--- config.mk ---
export PLATFORM = sky130hd
export DESIGN_NAME = pam_pin_mux
export DESIGN_NICKNAME = d
export VERILOG_FILES = /design/src/pam_pkg.sv /design/src/pam_pad_cell.sv /design/src/pam_pin_mux.sv /design/src/pam_regs.sv
export VERILOG_INCLUDE_DIRS = /design/src
export SDC_FILE = /design/constraint.sdc
export NUM_CORES = 1
export LEC_CHECK = 0
export ABC_AREA = 0
export ABC_CLOCK_PERIOD_IN_PS = 1600
export BUFFER_PORTS_ARGS = -buffer_cell sky130_fd_sc_hd__buf_2
export CORE_MARGIN = 3
export CORE_UTILIZATION = 35
export DETAILED_ROUTE_END_ITERATION = 8
export PLACE_DENSITY = 0.67
export RECOVER_POWER = 100
export SYNTH_ARGS = -nofsm -noshare
export SYNTH_HDL_FRONTEND = slang
export SYNTH_SLANG_ARGS = --single-unit
--- constraint.sdc ---
create_clock -name CLK_I -period 1.6 [get_ports CLK_I]
set_input_delay 0 -clock CLK_I [delete_from_list [all_inputs] [get_ports CLK_I]]
set_output_delay 0 -clock CLK_I [all_outputs]
set_load 0.05 [all_outputs]
--- src/pam_cfg.svh ---
`ifndef PAM_CFG_SVH
`define PAM_CFG_SVH
// Functional notes
// - pad11: gpio, pwm6 b, serial b rx, capture4
// - pad10: gpio, pwm6 a, can b rx, adc soc b
// - pad9: gpio, pwm5 b, serial b tx, capture3
// - pad8: gpio, pwm5 a, can b tx, adc soc a
// - pad7: gpio, pwm4 b, msp a clock, capture2
// - pad6: gpio, pwm4 a, sync in, sync out
// - pad5: gpio, pwm3 b, msp a sync, capture1
// - pad4: gpio, pwm3 a, rest reserved
// - pad3: gpio, pwm2 b, capture5, msp b clock
// - pad2: gpio, pwm2 a, rest reserved
// - pad1: gpio, pwm1 b, capture6, msp b sync
// - pad0: gpio, pwm1 a, rest reserved
// - pad31: gpio, can a tx, address 17
// - pad30: gpio, can a rx, address 18
// - pad29: gpio, serial a tx, address 19
// - pad28: gpio, serial a rx, zone6 select
// - select writes need protected write enable
// - select fields read/write, reset to gpio

`define PAM_ADDR_W 8
`define PAM_LOW_OFS 8'h00
`define PAM_HIGH_OFS 8'h04
`define PAM_PADLVL_OFS 8'h08
`define PAM_LOW_RST 32'h0000_0000
`define PAM_HIGH_RST 32'h0000_0000
`define PAM_NPAD 16
`define PAM_NLOW 12
`define PAM_HIGH_BASE 24
`define PAM_PADLVL_HI 28
`define PAM_RX_IDLE 1'b1
`define PAM_IN_IDLE 1'b0
`endif

--- src/pam_pkg.sv ---
package pam_pkg;
  typedef enum logic [1:0] {
    PAM_FN_GPIO = 2'h0,
    PAM_FN_ALT1 = 2'h1,
    PAM_FN_ALT2 = 2'h2,
    PAM_FN_ALT3 = 2'h3
  } pam_func_t;
endpackage

--- src/pam_pad_cell.sv ---
`timescale 1ns/1ps
module pam_pad_cell (
  input wire logic [1:0] sel_i,
  input wire logic [3:0] src_o_i,
  input wire logic [3:0] src_oe_i,
  output logic pad_o,
  output logic pad_oe_o
);
  always_comb begin
    unique case (pam_pkg::pam_func_t'(sel_i))
      pam_pkg::PAM_FN_GPIO: begin
        pad_o = src_o_i[0];
        pad_oe_o = src_oe_i[0];
      end
      pam_pkg::PAM_FN_ALT1: begin
        pad_o = src_o_i[1];
        pad_oe_o = src_oe_i[1];
      end
      pam_pkg::PAM_FN_ALT2: begin
        pad_o = src_o_i[2];
        pad_oe_o = src_oe_i[2];
      end
      pam_pkg::PAM_FN_ALT3: begin
        pad_o = src_o_i[3];
        pad_oe_o = src_oe_i[3];
      end
    endcase
  end
endmodule

--- src/pam_pin_mux.sv ---
`timescale 1ns/1ps
`include "pam_cfg.svh"
module pam_pin_mux (
  input wire logic CLK_I,
  input wire logic ARST_N_I,
  input wire logic [`PAM_ADDR_W-1:0] ADDR_I,
  input wire logic [31:0] WDATA_I,
  input wire logic WR_I,
  input wire logic RD_I,
  output logic [31:0] RDATA_O,
  input wire logic PROT_WR_EN_I,
  input wire logic [15:0] PAD_I,
  output logic [15:0] PAD_O,
  output logic [15:0] PAD_OE_O,
  input wire logic [15:0] GPIO_OUT_I,
  input wire logic [15:0] GPIO_OE_I,
  output logic [15:0] GPIO_IN_O,
  input wire logic [5:0] PWM_OUT_A_I,
  input wire logic [5:0] PWM_OUT_B_I,
  input wire logic PWM_SYNC_OUT_I,
  output logic PWM_SYNC_IN_O,
  input wire logic SERIAL_A_TX_I,
  output logic SERIAL_A_RX_O,
  input wire logic SERIAL_B_TX_I,
  output logic SERIAL_B_RX_O,
  input wire logic CAN_A_TX_I,
  output logic CAN_A_RX_O,
  input wire logic CAN_B_TX_I,
  output logic CAN_B_RX_O,
  input wire logic ADC_SOC_A_OUT_I,
  input wire logic ADC_SOC_B_OUT_I,
  input wire logic [5:0] CAPTURE_UNIT_O_I,
  input wire logic [5:0] CAPTURE_UNIT_OE_I,
  output logic [5:0] CAPTURE_UNIT_I_O,
  input wire logic MSP_A_RX_CLOCK_O_I,
  input wire logic MSP_A_RX_CLOCK_OE_I,
  output logic MSP_A_RX_CLOCK_I_O,
  input wire logic MSP_A_RX_FRAME_SYNC_O_I,
  input wire logic MSP_A_RX_FRAME_SYNC_OE_I,
  output logic MSP_A_RX_FRAME_SYNC_I_O,
  input wire logic MSP_B_RX_CLOCK_O_I,
  input wire logic MSP_B_RX_CLOCK_OE_I,
  output logic MSP_B_RX_CLOCK_I_O,
  input wire logic MSP_B_RX_FRAME_SYNC_O_I,
  input wire logic MSP_B_RX_FRAME_SYNC_OE_I,
  output logic MSP_B_RX_FRAME_SYNC_I_O,
  input wire logic EXT_ADDR_LINE17_I,
  input wire logic EXT_ADDR_LINE18_I,
  input wire logic EXT_ADDR_LINE19_I,
  input wire logic EXT_ZONE6_CHIP_SELECT_I
);
  // pad index: 0..11 are pads 0..11, 12..15 are pads 28..31
  logic [31:0] low_sel;
  logic [31:0] high_sel;
  logic [15:0] pad_meta_reg;
  logic [15:0] pad_sync_reg;
  logic [3:0] src_o [`PAM_NPAD];
  logic [3:0] src_oe [`PAM_NPAD];
  logic [15:0] mux_o;
  logic [15:0] mux_oe;
  logic [15:0] pad_o_reg;
  logic [15:0] pad_oe_reg;
  logic [15:0] gpio_in_reg;
  logic [5:0] cap_in_next;
  logic [5:0] cap_in_reg;
  logic [3:0] msp_in_next;
  logic [3:0] msp_in_reg;
  logic [4:0] rx_next;
  logic [4:0] rx_reg;

  function automatic logic [1:0] sel_of(input logic [31:0] lo, input logic [31:0] hi, input int p);
    if (p < `PAM_NLOW) begin
      sel_of = lo[2*p +: 2];
    end else begin
      sel_of = hi[`PAM_HIGH_BASE + 2*(p-`PAM_NLOW) +: 2];
    end
  endfunction

  function automatic logic picked(input logic [1:0] s, input pam_pkg::pam_func_t f, input logic d,
                                  input logic idle);
    picked = (pam_pkg::pam_func_t'(s) == f) ? d : idle;
  endfunction

  pam_regs u_regs (
    .clk_i(CLK_I),
    .arst_n_i(ARST_N_I),
    .addr_i(ADDR_I),
    .wdata_i(WDATA_I),
    .wr_i(WR_I),
    .rd_i(RD_I),
    .prot_wr_en_i(PROT_WR_EN_I),
    .pad_lvl_i(pad_sync_reg),
    .rdata_o(RDATA_O),
    .low_o(low_sel),
    .high_o(high_sel)
  );

  // pads are asynchronous to us, two stages before anything looks
  always_ff @(posedge CLK_I or negedge ARST_N_I) begin
    if (!ARST_N_I) begin
      pad_meta_reg <= 16'h0;
      pad_sync_reg <= 16'h0;
    end else begin
      pad_meta_reg <= PAD_I;
      pad_sync_reg <= pad_meta_reg;
    end
  end

  // source order {code 11, code 10, code 01, code 00}
  // input-only entries hold oe low, output-only hold it high
  assign src_o[0] = {2'h0, PWM_OUT_A_I[0], GPIO_OUT_I[0]};
  assign src_oe[0] = {2'h0, 1'b1, GPIO_OE_I[0]};
  assign src_o[1] = {MSP_B_RX_FRAME_SYNC_O_I, CAPTURE_UNIT_O_I[5], PWM_OUT_B_I[0], GPIO_OUT_I[1]};
  assign src_oe[1] = {MSP_B_RX_FRAME_SYNC_OE_I, CAPTURE_UNIT_OE_I[5], 1'b1, GPIO_OE_I[1]};
  assign src_o[2] = {2'h0, PWM_OUT_A_I[1], GPIO_OUT_I[2]};
  assign src_oe[2] = {2'h0, 1'b1, GPIO_OE_I[2]};
  assign src_o[3] = {MSP_B_RX_CLOCK_O_I, CAPTURE_UNIT_O_I[4], PWM_OUT_B_I[1], GPIO_OUT_I[3]};
  assign src_oe[3] = {MSP_B_RX_CLOCK_OE_I, CAPTURE_UNIT_OE_I[4], 1'b1, GPIO_OE_I[3]};
  assign src_o[4] = {2'h0, PWM_OUT_A_I[2], GPIO_OUT_I[4]};
  assign src_oe[4] = {2'h0, 1'b1, GPIO_OE_I[4]};
  assign src_o[5] = {CAPTURE_UNIT_O_I[0], MSP_A_RX_FRAME_SYNC_O_I, PWM_OUT_B_I[2], GPIO_OUT_I[5]};
  assign src_oe[5] = {CAPTURE_UNIT_OE_I[0], MSP_A_RX_FRAME_SYNC_OE_I, 1'b1, GPIO_OE_I[5]};
  assign src_o[6] = {PWM_SYNC_OUT_I, 1'b0, PWM_OUT_A_I[3], GPIO_OUT_I[6]};
  assign src_oe[6] = {1'b1, 1'b0, 1'b1, GPIO_OE_I[6]};
  assign src_o[7] = {CAPTURE_UNIT_O_I[1], MSP_A_RX_CLOCK_O_I, PWM_OUT_B_I[3], GPIO_OUT_I[7]};
  assign src_oe[7] = {CAPTURE_UNIT_OE_I[1], MSP_A_RX_CLOCK_OE_I, 1'b1, GPIO_OE_I[7]};
  assign src_o[8] = {ADC_SOC_A_OUT_I, CAN_B_TX_I, PWM_OUT_A_I[4], GPIO_OUT_I[8]};
  assign src_oe[8] = {1'b1, 1'b1, 1'b1, GPIO_OE_I[8]};
  assign src_o[9] = {CAPTURE_UNIT_O_I[2], SERIAL_B_TX_I, PWM_OUT_B_I[4], GPIO_OUT_I[9]};
  assign src_oe[9] = {CAPTURE_UNIT_OE_I[2], 1'b1, 1'b1, GPIO_OE_I[9]};
  assign src_o[10] = {ADC_SOC_B_OUT_I, 1'b0, PWM_OUT_A_I[5], GPIO_OUT_I[10]};
  assign src_oe[10] = {1'b1, 1'b0, 1'b1, GPIO_OE_I[10]};
  assign src_o[11] = {CAPTURE_UNIT_O_I[3], 1'b0, PWM_OUT_B_I[5], GPIO_OUT_I[11]};
  assign src_oe[11] = {CAPTURE_UNIT_OE_I[3], 1'b0, 1'b1, GPIO_OE_I[11]};
  assign src_o[12] = {EXT_ZONE6_CHIP_SELECT_I, EXT_ZONE6_CHIP_SELECT_I, 1'b0, GPIO_OUT_I[12]};
  assign src_oe[12] = {1'b1, 1'b1, 1'b0, GPIO_OE_I[12]};
  assign src_o[13] = {EXT_ADDR_LINE19_I, EXT_ADDR_LINE19_I, SERIAL_A_TX_I, GPIO_OUT_I[13]};
  assign src_oe[13] = {1'b1, 1'b1, 1'b1, GPIO_OE_I[13]};
  assign src_o[14] = {EXT_ADDR_LINE18_I, EXT_ADDR_LINE18_I, 1'b0, GPIO_OUT_I[14]};
  assign src_oe[14] = {1'b1, 1'b1, 1'b0, GPIO_OE_I[14]};
  assign src_o[15] = {EXT_ADDR_LINE17_I, EXT_ADDR_LINE17_I, CAN_A_TX_I, GPIO_OUT_I[15]};
  assign src_oe[15] = {1'b1, 1'b1, 1'b1, GPIO_OE_I[15]};
  // reserved codes on pads 0, 2, 4 float the pad rather than guess a driver

  for (genvar p = 0; p < `PAM_NPAD; p++) begin : g_pad
    pam_pad_cell u_cell (
      .sel_i(sel_of(low_sel, high_sel, p)),
      .src_o_i(src_o[p]),
      .src_oe_i(src_oe[p]),
      .pad_o(mux_o[p]),
      .pad_oe_o(mux_oe[p])
    );
  end

  // registered so pads never see a decode glitch; costs one cycle
  always_ff @(posedge CLK_I or negedge ARST_N_I) begin
    if (!ARST_N_I) begin
      pad_o_reg <= 16'h0;
      pad_oe_reg <= 16'h0;
    end else begin
      pad_o_reg <= mux_o;
      pad_oe_reg <= mux_oe;
    end
  end

  // gpio always sees the pad, whatever function owns it
  always_ff @(posedge CLK_I or negedge ARST_N_I) begin
    if (!ARST_N_I) begin
      gpio_in_reg <= 16'h0;
    end else begin
      gpio_in_reg <= pad_sync_reg;
    end
  end

  // unselected receivers see their idle level, not a stray pad
  always_comb begin
    rx_next[0] = picked(sel_of(low_sel, high_sel, 11), pam_pkg::PAM_FN_ALT2, pad_sync_reg[11],
                        `PAM_RX_IDLE);
    rx_next[1] = picked(sel_of(low_sel, high_sel, 10), pam_pkg::PAM_FN_ALT2, pad_sync_reg[10],
                        `PAM_RX_IDLE);
    rx_next[2] = picked(sel_of(low_sel, high_sel, 6), pam_pkg::PAM_FN_ALT2, pad_sync_reg[6],
                        `PAM_IN_IDLE);
    rx_next[3] = picked(sel_of(low_sel, high_sel, 14), pam_pkg::PAM_FN_ALT1, pad_sync_reg[14],
                        `PAM_RX_IDLE);
    rx_next[4] = picked(sel_of(low_sel, high_sel, 12), pam_pkg::PAM_FN_ALT1, pad_sync_reg[12],
                        `PAM_RX_IDLE);
  end

  always_comb begin
    cap_in_next[0] = picked(sel_of(low_sel, high_sel, 5), pam_pkg::PAM_FN_ALT3, pad_sync_reg[5],
                            `PAM_IN_IDLE);
    cap_in_next[1] = picked(sel_of(low_sel, high_sel, 7), pam_pkg::PAM_FN_ALT3, pad_sync_reg[7],
                            `PAM_IN_IDLE);
    cap_in_next[2] = picked(sel_of(low_sel, high_sel, 9), pam_pkg::PAM_FN_ALT3, pad_sync_reg[9],
                            `PAM_IN_IDLE);
    cap_in_next[3] = picked(sel_of(low_sel, high_sel, 11), pam_pkg::PAM_FN_ALT3, pad_sync_reg[11],
                            `PAM_IN_IDLE);
    cap_in_next[4] = picked(sel_of(low_sel, high_sel, 3), pam_pkg::PAM_FN_ALT2, pad_sync_reg[3],
                            `PAM_IN_IDLE);
    cap_in_next[5] = picked(sel_of(low_sel, high_sel, 1), pam_pkg::PAM_FN_ALT2, pad_sync_reg[1],
                            `PAM_IN_IDLE);
  end

  always_comb begin
    msp_in_next[0] = picked(sel_of(low_sel, high_sel, 7), pam_pkg::PAM_FN_ALT2, pad_sync_reg[7],
                            `PAM_IN_IDLE);
    msp_in_next[1] = picked(sel_of(low_sel, high_sel, 5), pam_pkg::PAM_FN_ALT2, pad_sync_reg[5],
                            `PAM_IN_IDLE);
    msp_in_next[2] = picked(sel_of(low_sel, high_sel, 3), pam_pkg::PAM_FN_ALT3, pad_sync_reg[3],
                            `PAM_IN_IDLE);
    msp_in_next[3] = picked(sel_of(low_sel, high_sel, 1), pam_pkg::PAM_FN_ALT3, pad_sync_reg[1],
                            `PAM_IN_IDLE);
  end

  always_ff @(posedge CLK_I or negedge ARST_N_I) begin
    if (!ARST_N_I) begin
      rx_reg <= {`PAM_RX_IDLE, `PAM_RX_IDLE, `PAM_IN_IDLE, `PAM_RX_IDLE, `PAM_RX_IDLE};
      cap_in_reg <= 6'h0;
      msp_in_reg <= 4'h0;
    end else begin
      rx_reg <= rx_next;
      cap_in_reg <= cap_in_next;
      msp_in_reg <= msp_in_next;
    end
  end

  assign PAD_O = pad_o_reg;
  assign PAD_OE_O = pad_oe_reg;
  assign GPIO_IN_O = gpio_in_reg;
  assign SERIAL_B_RX_O = rx_reg[0];
  assign CAN_B_RX_O = rx_reg[1];
  assign PWM_SYNC_IN_O = rx_reg[2];
  assign CAN_A_RX_O = rx_reg[3];
  assign SERIAL_A_RX_O = rx_reg[4];
  assign CAPTURE_UNIT_I_O = cap_in_reg;
  assign MSP_A_RX_CLOCK_I_O = msp_in_reg[0];
  assign MSP_A_RX_FRAME_SYNC_I_O = msp_in_reg[1];
  assign MSP_B_RX_CLOCK_I_O = msp_in_reg[2];
  assign MSP_B_RX_FRAME_SYNC_I_O = msp_in_reg[3];
endmodule

--- src/pam_regs.sv ---
`timescale 1ns/1ps
`include "pam_cfg.svh"
module pam_regs (
  input wire logic clk_i,
  input wire logic arst_n_i,
  input wire logic [`PAM_ADDR_W-1:0] addr_i,
  input wire logic [31:0] wdata_i,
  input wire logic wr_i,
  input wire logic rd_i,
  input wire logic prot_wr_en_i,
  input wire logic [15:0] pad_lvl_i,
  output logic [31:0] rdata_o,
  output logic [31:0] low_o,
  output logic [31:0] high_o
);
  logic [31:0] low_reg;
  logic [31:0] high_reg;
  logic [31:0] rdata_reg;
  logic [31:0] rdata_next;
  logic wr_ok;

  // unprotected writes vanish silently, no error reported
  assign wr_ok = wr_i && prot_wr_en_i;

  always_ff @(posedge clk_i or negedge arst_n_i) begin
    if (!arst_n_i) begin
      low_reg <= `PAM_LOW_RST;
    end else if (wr_ok && addr_i == `PAM_LOW_OFS) begin
      low_reg <= wdata_i;
    end
  end

  always_ff @(posedge clk_i or negedge arst_n_i) begin
    if (!arst_n_i) begin
      high_reg <= `PAM_HIGH_RST;
    end else if (wr_ok && addr_i == `PAM_HIGH_OFS) begin
      high_reg <= wdata_i;
    end
  end

  always_comb begin
    rdata_next = 32'h0;
    if (rd_i) begin
      if (addr_i == `PAM_LOW_OFS) begin
        rdata_next = low_reg;
      end else if (addr_i == `PAM_HIGH_OFS) begin
        rdata_next = high_reg;
      end else if (addr_i == `PAM_PADLVL_OFS) begin
        rdata_next[`PAM_NLOW-1:0] = pad_lvl_i[`PAM_NLOW-1:0];
        rdata_next[31:`PAM_PADLVL_HI] = pad_lvl_i[15:`PAM_NLOW];
      end
    end
  end

  always_ff @(posedge clk_i or negedge arst_n_i) begin
    if (!arst_n_i) begin
      rdata_reg <= 32'h0;
    end else begin
      rdata_reg <= rdata_next;
    end
  end

  assign rdata_o = rdata_reg;
  assign low_o = low_reg;
  assign high_o = high_reg;
endmodule

; ---- Word-level counts from Yosys, hierarchy flattened
; Index checks and enable logic that the tools add are counted.
[word_totals]
register_bits = 191
input_bits = 136
output_inout_bits = 95
elab_cells = 148
[classes]
n_eq_ne = 50
n_mux = 54
reduce_logical = 33
[op_table]
columns = operator, n
row1 = 2-bit == test (second input constant), 32
row2 = 32-bit two-way mux, 2
row3 = 1-bit case mux with 4 select lines, 14
row4 = 1-bit case mux with 3 select lines, 15
row5 = 2-bit by 1-bit == test with 1-bit output (second input constant), 16
row6 = 2-bit zero test, 16
row7 = 12-bit two-way mux, 2
row8 = 2-bit OR reduction, 10
row9 = 16-bit two-way mux, 1
row10 = 1-bit two-way mux, 15
row11 = 3-bit OR reduction, 3
row12 = 8-bit by 3-bit == test with 1-bit output (second input constant), 1
row13 = 8-bit by 4-bit == test with 1-bit output (second input constant), 1
row14 = 8-bit zero test, 1
row15 = 4-bit two-way mux, 2
row16 = 1-bit case mux with 2 select lines, 3
row17 = 1-bit logical AND, 3

; ---- Logic depth before layout (Yosys ltp)
; Gate-level depths: netlist of the first run.
[depth]
depth_word = 5
mapped_depth = 6
ltp_nobuf = 4

; ---- By module
; From an unflattened synthesis of the first run, not the netlist that was laid out.
[unflattened]
cells_unflattened = 427
hier_area_um2 = 7373.3
[modules_own_cells]
columns = module, n_inst, cells_per_inst, area_per_inst_um2, seq_area_each_um2
row1 = pam_regs, 1, 283, 4025.1, 2402.3
row2 = pam_pin_mux, 1, 112, 2507.4, 2382.3
row3 = pam_pad_cell, 16, 2, 52.6, 0.0

; ---- Worst setup path before layout of the first run
; Ideal clock, no wire load.
[synth_path]
path_kind = in2reg
startpoint = in ADDR_I[5]
endpoint = reg u_regs.low_reg[10] (netlist: u_regs.low_o[10])
arrival_time_ps = 1129
t_required_ps = 1475
slack_ps = 345
stages = 5
path_buffers = 2
cell_sequence = nor4_4 > and4b_1 > buf_4 > buf_6 > mux2_4
[synth_via]
elab_chain_cells = 2
[synth_rtl]
columns = item, line_no
row1 = from (decl), pam_pin_mux.sv:6  ; input wire logic [`PAM_ADDR_W-1:0] ADDR_I,
row2 = 8-bit zero test (no source line), --
row3 = 1-bit logical AND (no source line), --
row4 = to (signal assigned), pam_regs.sv:27  ; low_reg <= `PAM_LOW_RST;
row5 = to (signal assigned), pam_regs.sv:29  ; low_reg <= wdata_i;
row6 = to (decl), pam_regs.sv:16  ; logic [31:0] low_reg;
; Every way passes these cells.
; A chain may end at the register's enable or synchronous reset.

; ---- Final worst setup path of the first run
[layout_path]
startpoint = reg u_regs.low_reg[2] (netlist: u_regs.low_o[2])
endpoint = reg pad_oe_reg[1] (netlist: PAD_OE_O[1])
[layout_via]
elab_chain_cells = 2
elab_cells_between_ends = 5
classes_between = 3 x eq/ne / 1 x mux / 1 x reduce/logical
[layout_rtl]
columns = item, line_no
row1 = "2-bit == test, or another cell as far along", pam_pad_cell.sv:10  ; unique case (pam_pkg::pam_func_t'(sel_i))
row2 = 1-bit case mux with 4 select lines *, pam_pad_cell.sv:10
row3 = via g_pad[1].u_cell.pad_oe_o, pam_pad_cell.sv:7  ; output logic pad_oe_o
row4 = to (signal assigned), pam_pin_mux.sv:162  ; pad_oe_reg <= mux_oe;
row5 = to (decl), pam_pin_mux.sv:62  ; logic [15:0] pad_oe_reg;
; The timed path passes the listed nets; every way through them passes the cells marked *.

==> results of run 1 <==
[area by class of cell]
type / instances / area [µm²] / share of cell area, %
clock buffers: 18 / 429 / 4.24
clock inverters: 14 / 181 / 1.79
inverters: 7 / 26.3 / 0.259
multi-input cells: 255 / 2050 / 20.3
flip-flops and latches: 191 / 4790 / 47.3
well taps: 265 / 332 / 3.27
repair buffers: 363 / 2320 / 22.9
[per-layer routing]
layer	track usage, %	vias up	wire length (µm)
li1	-	2354	-
met1	22.2	2456	8180
met2	28.4	178	8760
met3	4.57	25	1070
met4	5.22	0	319
met5	0	-	0
[kinds of logic after synthesis]
kind of cell | after synthesis | synth area share [%]
DFF | 191 | 67.6
muxes | 114 | 19.7
and+or+nand+nor | 102 | 7.23
AOI/OAI and AO/OA | 35 | 2.79
buffers and inverters | 28 | 1.98
adders and majority gates | 4 | 0.707
[Yosys cell counts (2+ instances only)]
cell	n
a21oi_1	21
buf_2	7
dfstp_2	4
o21ai_0	7
mux2_2	32
mux2i_1	45
clkbuf_1	10
nand2_1	25
and3_1	5
or3_1	6
dfrtp_1	187
mux2_4	30
nor2_1	34
mux4_2	5
a21o_1	4
mux2_1	2
nand3_1	4
ha_1	4
nor3_1	4
buf_6	3
a22o_1	2
inv_1	7
or2_2	16
[metrics by stage]
| stage | worst slack [ns] | hold slack (ns) | instance area (µm²) | cells | power (µW) |
|---|---|---|---|---|---|
| 3_3_place_gp | 0.204 | -0.0119 | 8680 | 966 | 6010 |
| 2_1_floorplan | 0.345 | -0.296 | 7080 | 474 | 5570 |
| 3_5_place_dp | 0.191 | -0.00988 | 8680 | 966 | 6030 |
| 4_1_cts | 0.0276 | 0.0865 | 10400 | 1111 | 10700 |
| 6_report | 0.119 | 0.0914 | 10100 | 1113 | 10500 |
| 5_1_grt | 0.0135 | 0.107 | 10100 | 1113 | 11000 |
[worst paths after layout]
check	end	cells after the start	slack (ns)	startpoint
min in group CLK_I	u_regs.rdata_o[1]	4	0.13	RD_I
setup reg to reg	PAD_OE_O[1]	3	0.12	u_regs.low_o[2]
hold reg to reg	pad_sync_reg[11]	0	0.35	pad_meta_reg[11]
hold / removal	GPIO_IN_O[7]	2	0.09	ARST_N_I
setup / recovery	PAD_OE_O[1]	3	0.12	u_regs.low_o[2]
max in group asynchronous	pad_sync_reg[2]	3	0.33	ARST_N_I
[what timing repair did]
| action | in CTS | in global routing |
|---|---|---|
| setup endpoints to repair | 0 | 2 |
| hold buffers | 113 | 3 |
| endpoints found under the hold margin | 299 | 1 |
| resized for setup | 0 | 1 |
[power by group]
part           internal (µW)  switching (µW)
Clock                   2490            1910
Sequential              4980            88.1
Combinational            459             578
Total                   7930            2580
==> results.yml, run 1 <==
yosys:
  async_flop_share_pct: 100
  synth_fp_nets: 614
  synth.yosys.seq_area_share_pct: 67.6
  synth_top_area_cell: "dfrtp_1"
  ys_ff_latch: 191
  syn_inst: 474
  synth_area_leaders: "dfrtp_1, mux2_4, mux2i_1"
  yosys_warnings: 0
  syn_avg_cell_area_um2: 14.9
  yosys.cell_types.count: 33
  netlist_area_mm2: 0.00708
  synth_edf_count: 0
  synth_top_area_share_pct: 66.1
  synth_flop_cell: "dfrtp_1"
setup_path:
  path_max_fanout: 7
  cp_num_buf_inv: 1
  critPathMaxStageDelay_ns: 0.56
  critPathRequiredTime_ns: 1.91
  slowest_stage: "dlygate4sd3_1"
  start_kind: "register"
  crit_chain: "mux2i_1 > a21oi_1 > dlygate4sd3_1"
  critPathKind: "register to register"
  arrival_ns: 1.79
  end_kind: "register"
  path_delay_family: "buffers and inverters"
timing:
  max_slew_margin_pct: 31.6
  tightest_slew_ns: 1.03
  fin_skew_ns: 0.00633
  max_freq_ghz: 0.675
  rsz0062_at_grt: "false"
  hold_violations: 0
  post-route-min-period_ns: 1.48
  maxSlewViolCount: 0
  fin_crit_sh_pct: 92.6
  tns_ns: 0
  setup_viol: 0
layout:
  utilization_pct: 51.5
  final_common_cell: "dfrtp_1"
  syn_to_final_growth_pct: 43.0
  finalNetCount: 975
  diodes: 0
  final_cell_mix: "dfrtp_1, buf_2, dlygate4sd3_1, clkbuf_1, mux2i_1"
  fillers: 1766
  drive_gt1_share_pct: 28.3
drt:
  drc_errors: 0
  post_drt_wl_per_cell_um: 16.5
  drt-initial-drc-count: 146
  num_vias: 5013
  first_pass_iters: 4
  wl_um: 18300
  detail-route-antenna-nets: 0
  viasPerCell: 4.50
clocking:
  clk_path_buf_depth: 2
  path_clk_slew_ns: 0.07
  cts_root_buf: "clkbuf_16"
  clk_latency_ns: 0.42
  cts_tree: "built"
  cts_made_buffers: 17
  post_cts_buffers: 0
  cts.sinks: 191
  ctsHtreeMaxLevel: 4
power:
  ir_worst_vdd_mv: 0.696
  power_density_mw_per_mm2: 1040
  p_leak_uw: 0.00485
placement:
  hpwl_um: 11600
  place.gp.congestion: 0.724
  port_buffers: 230
floorplan:
  die_area_mm2: 0.0220
  ios: 231
  die_y_um: 148
  core_mm2: 0.0197
  start_util_pct: 36.0
  die_w_um: 148
  rows: 51
global_routing:
  grt_use_total_pct: 17.1
  antenna_found_initial: 0
  grt_max_degree: 50
  grt_remaining_overflow: 0
  grt_pass1_vias: 5575
  grt_pass1_wl_um: 29400
min_path:
  hp-class: "input port to asynchronous set/reset pin"
run:
  drv_cap: 0
run_status:
  status: "finished, final reports clean"
Note: power is estimated with default switching activity, not from simulation.
==> run 2: changes to the inputs <==
--- a/config.mk
+++ b/config.mk
@@ -12,8 +12,9 @@
 export CORE_MARGIN = 3
 export CORE_UTILIZATION = 35
 export DETAILED_ROUTE_END_ITERATION = 8
-export PLACE_DENSITY = 0.67
+export PLACE_DENSITY = 0.66
 export RECOVER_POWER = 100
 export SYNTH_ARGS = -nofsm -noshare
 export SYNTH_HDL_FRONTEND = slang
+export SYNTH_HIERARCHICAL = 1
 export SYNTH_SLANG_ARGS = --single-unit
==> results.yml, run 2 <==
run_status:
  status: "finished, final reports clean"
yosys:
  syn_avg_cell_area_um2: 17.3
  synth_most_common_cell: "dfrtp_1"
  netlist_area_mm2: 0.00737
  async_flop_share_pct: 100
  synth.yosys.seq_area_share_pct: 64.9
  synth_edf_count: 0
  synth_area_leaders: "dfrtp_1, mux4_1, mux2_4"
  syn_inst: 427
  ys_ff_latch: 191
  yosys.cell_types.count: 29
  synth_commonest_cells: "dfrtp_1, mux2_2, mux2i_1, mux4_1, mux2_4"
  synth_top_area_share_pct: 63.5
  yosys_warnings: 6
  synth_flop_cell: "dfrtp_1"
  synth_top_area_cell: "dfrtp_1"
placement:
  place_area_mm2: 0.00920
  pre_cts_slack_ns: -0.224
  place.gp.congestion: 0.708
  port_buffers: 230
  hpwl_um: 12200
setup_path:
  critPathKind: "input port to register"
  start_kind: "input port"
  path_delay_family: "simple AND/OR/NAND/NOR gates"
  r2r_start: "u_regs/low_o[10]"
  worst-path-stages: 5
  path_max_fanout: 18
  crit_chain: "clkbuf_1 > or4_4 > or4_1 > buf_6 > mux2_1"
  critPathRequiredTime_ns: 1.90
  slowest_stage: "or4_1"
  cp_num_buf_inv: 2
  r2r_cells: 1
  rr_endpoint: "PAD_O[5]"
  critPathCapture: "u_regs/high_o[26]"
  arrival_ns: 1.75
  crit_start: "ADDR_I[5]"
  end_kind: "register"
  critPathMaxStageDelay_ns: 0.56
  rrSetupSlack_ns: 0.41
timing:
  max_slew_margin_pct: 45.8
  max_freq_ghz: 0.688
  maxSlewViolCount: 0
  setup_viol: 0
  fin_crit_sh_pct: 90.9
  post-route-min-period_ns: 1.45
  finalWorstSetupSlack_ns: 0.146
  tightest_slew_ns: 0.813
  rsz0062_at_grt: "false"
  hold_violations: 0
  fin_skew_ns: 0.00501
clocking:
  cts_resized: 0
  path_clk_slew_ns: 0.07
  cts_root_buf: "clkbuf_16"
  cts.sinks: 191
  post_cts_buffers: 0
  clk_path_buf_depth: 2
  cts_made_buffers: 17
  ctsHtreeMaxLevel: 4
  hold_buffers: 124
  clk_latency_ns: 0.42
  cts_tree: "built"
run:
  drv_cap: 0
drt:
  first_pass_iters: 6
  num_vias: 5117
  drc_errors: 0
  drt-initial-drc-count: 127
  viasPerCell: 4.52
  detail-route-antenna-nets: 0
  wl_um: 18500
  post_drt_wl_per_cell_um: 16.3
floorplan:
  die_w_um: 151
  die_area_mm2: 0.0228
  rows: 52
  core_mm2: 0.0205
  ios: 231
  die_y_um: 151
  start_util_pct: 36.0
layout:
  finalInstanceArea_mm2: 0.0107
  drive_gt1_share_pct: 27.8
  finalNetCount: 987
  syn_to_final_growth_pct: 45.4
  final_common_cell: "dfrtp_1"
  final_cell_mix: "dfrtp_1, buf_2, dlygate4sd3_1, clkbuf_1, conb_1"
power:
  p_leak_uw: 0.00512
  power_density_mw_per_mm2: 965
  ir_worst_vdd_mv: 0.731
global_routing:
  grt_pass1_wl_um: 29100
  grt_use_total_pct: 16.6
  grt_pass1_vias: 5616
  grt_remaining_overflow: 0
  antenna_found_initial: 0
  grt_max_degree: 61
min_path:
  hp-class: "input port to asynchronous set/reset pin"
-- run 2: layout make-up --
cell class                 instances  area, µm²
timing repair buffer             374       2450
tap                              270        338
clock inverter                     8        108
fill                            1781       9770
inverter                           1       3.75
clock buffer                      22        464
multi-input combinational        266       2570
antenna                            1       2.50
sequential                       191       4780
-- run 2: how the worst min path moves through the flow --
stage	endpoint	cells after the start
CTS	PAD_OE_O[12]	2
detailed placement	PAD_OE_O[12]	1
global placement	PAD_O[12]	1
finish	PAD_O[12]	2
floorplan	CAPTURE_UNIT_I_O[0]	0
global route	PAD_O[12]	2
-- run 2: metal layers --
metal | up-vias | routed length, µm | global-route usage (%)
li1 | 2363 | - | -
met1 | 2583 | 7660 | 20.4
met2 | 158 | 9600 | 29.0
met3 | 13 | 1100 | 4.76
met4 | 0 | 159 | 4.31
met5 | - | 0 | 0
-- run 2: logic make-up after synthesis --
kind of cell	count (synthesis)	synth area share, %
multiplexers	128	27.0
AO/OA/AOI/OAI	16	1.09
flip-flops	191	64.9
buffers and inverters	17	1.27
AND/OR/NAND/NOR	73	5.60
other	2	0.102
-- run 2: power breakdown --
group          switching, µW  internal (µW)
registers               86.6           4980
clock network           1810           2390
logic                    580            507
-- run 2: metrics by stage --
step | total power (µW) | instances | hold WS, ns | setup TNS [ns] | utilization [%]
6_report | 10300 | 1133 | 0.0801 | 0 | 52.3
5_1_grt | 10800 | 1132 | 0.106 | 0 | 52.3
4_1_cts | 10500 | 1132 | 0.0900 | 0 | 53.7
3_5_place_dp | 6070 | 978 | -0.0243 | -13.11 | 44.9
3_3_place_gp | 6050 | 978 | -0.0230 | -12.05 | 44.9
2_1_floorplan | 5610 | 474 | -0.296 | -3.96 | -
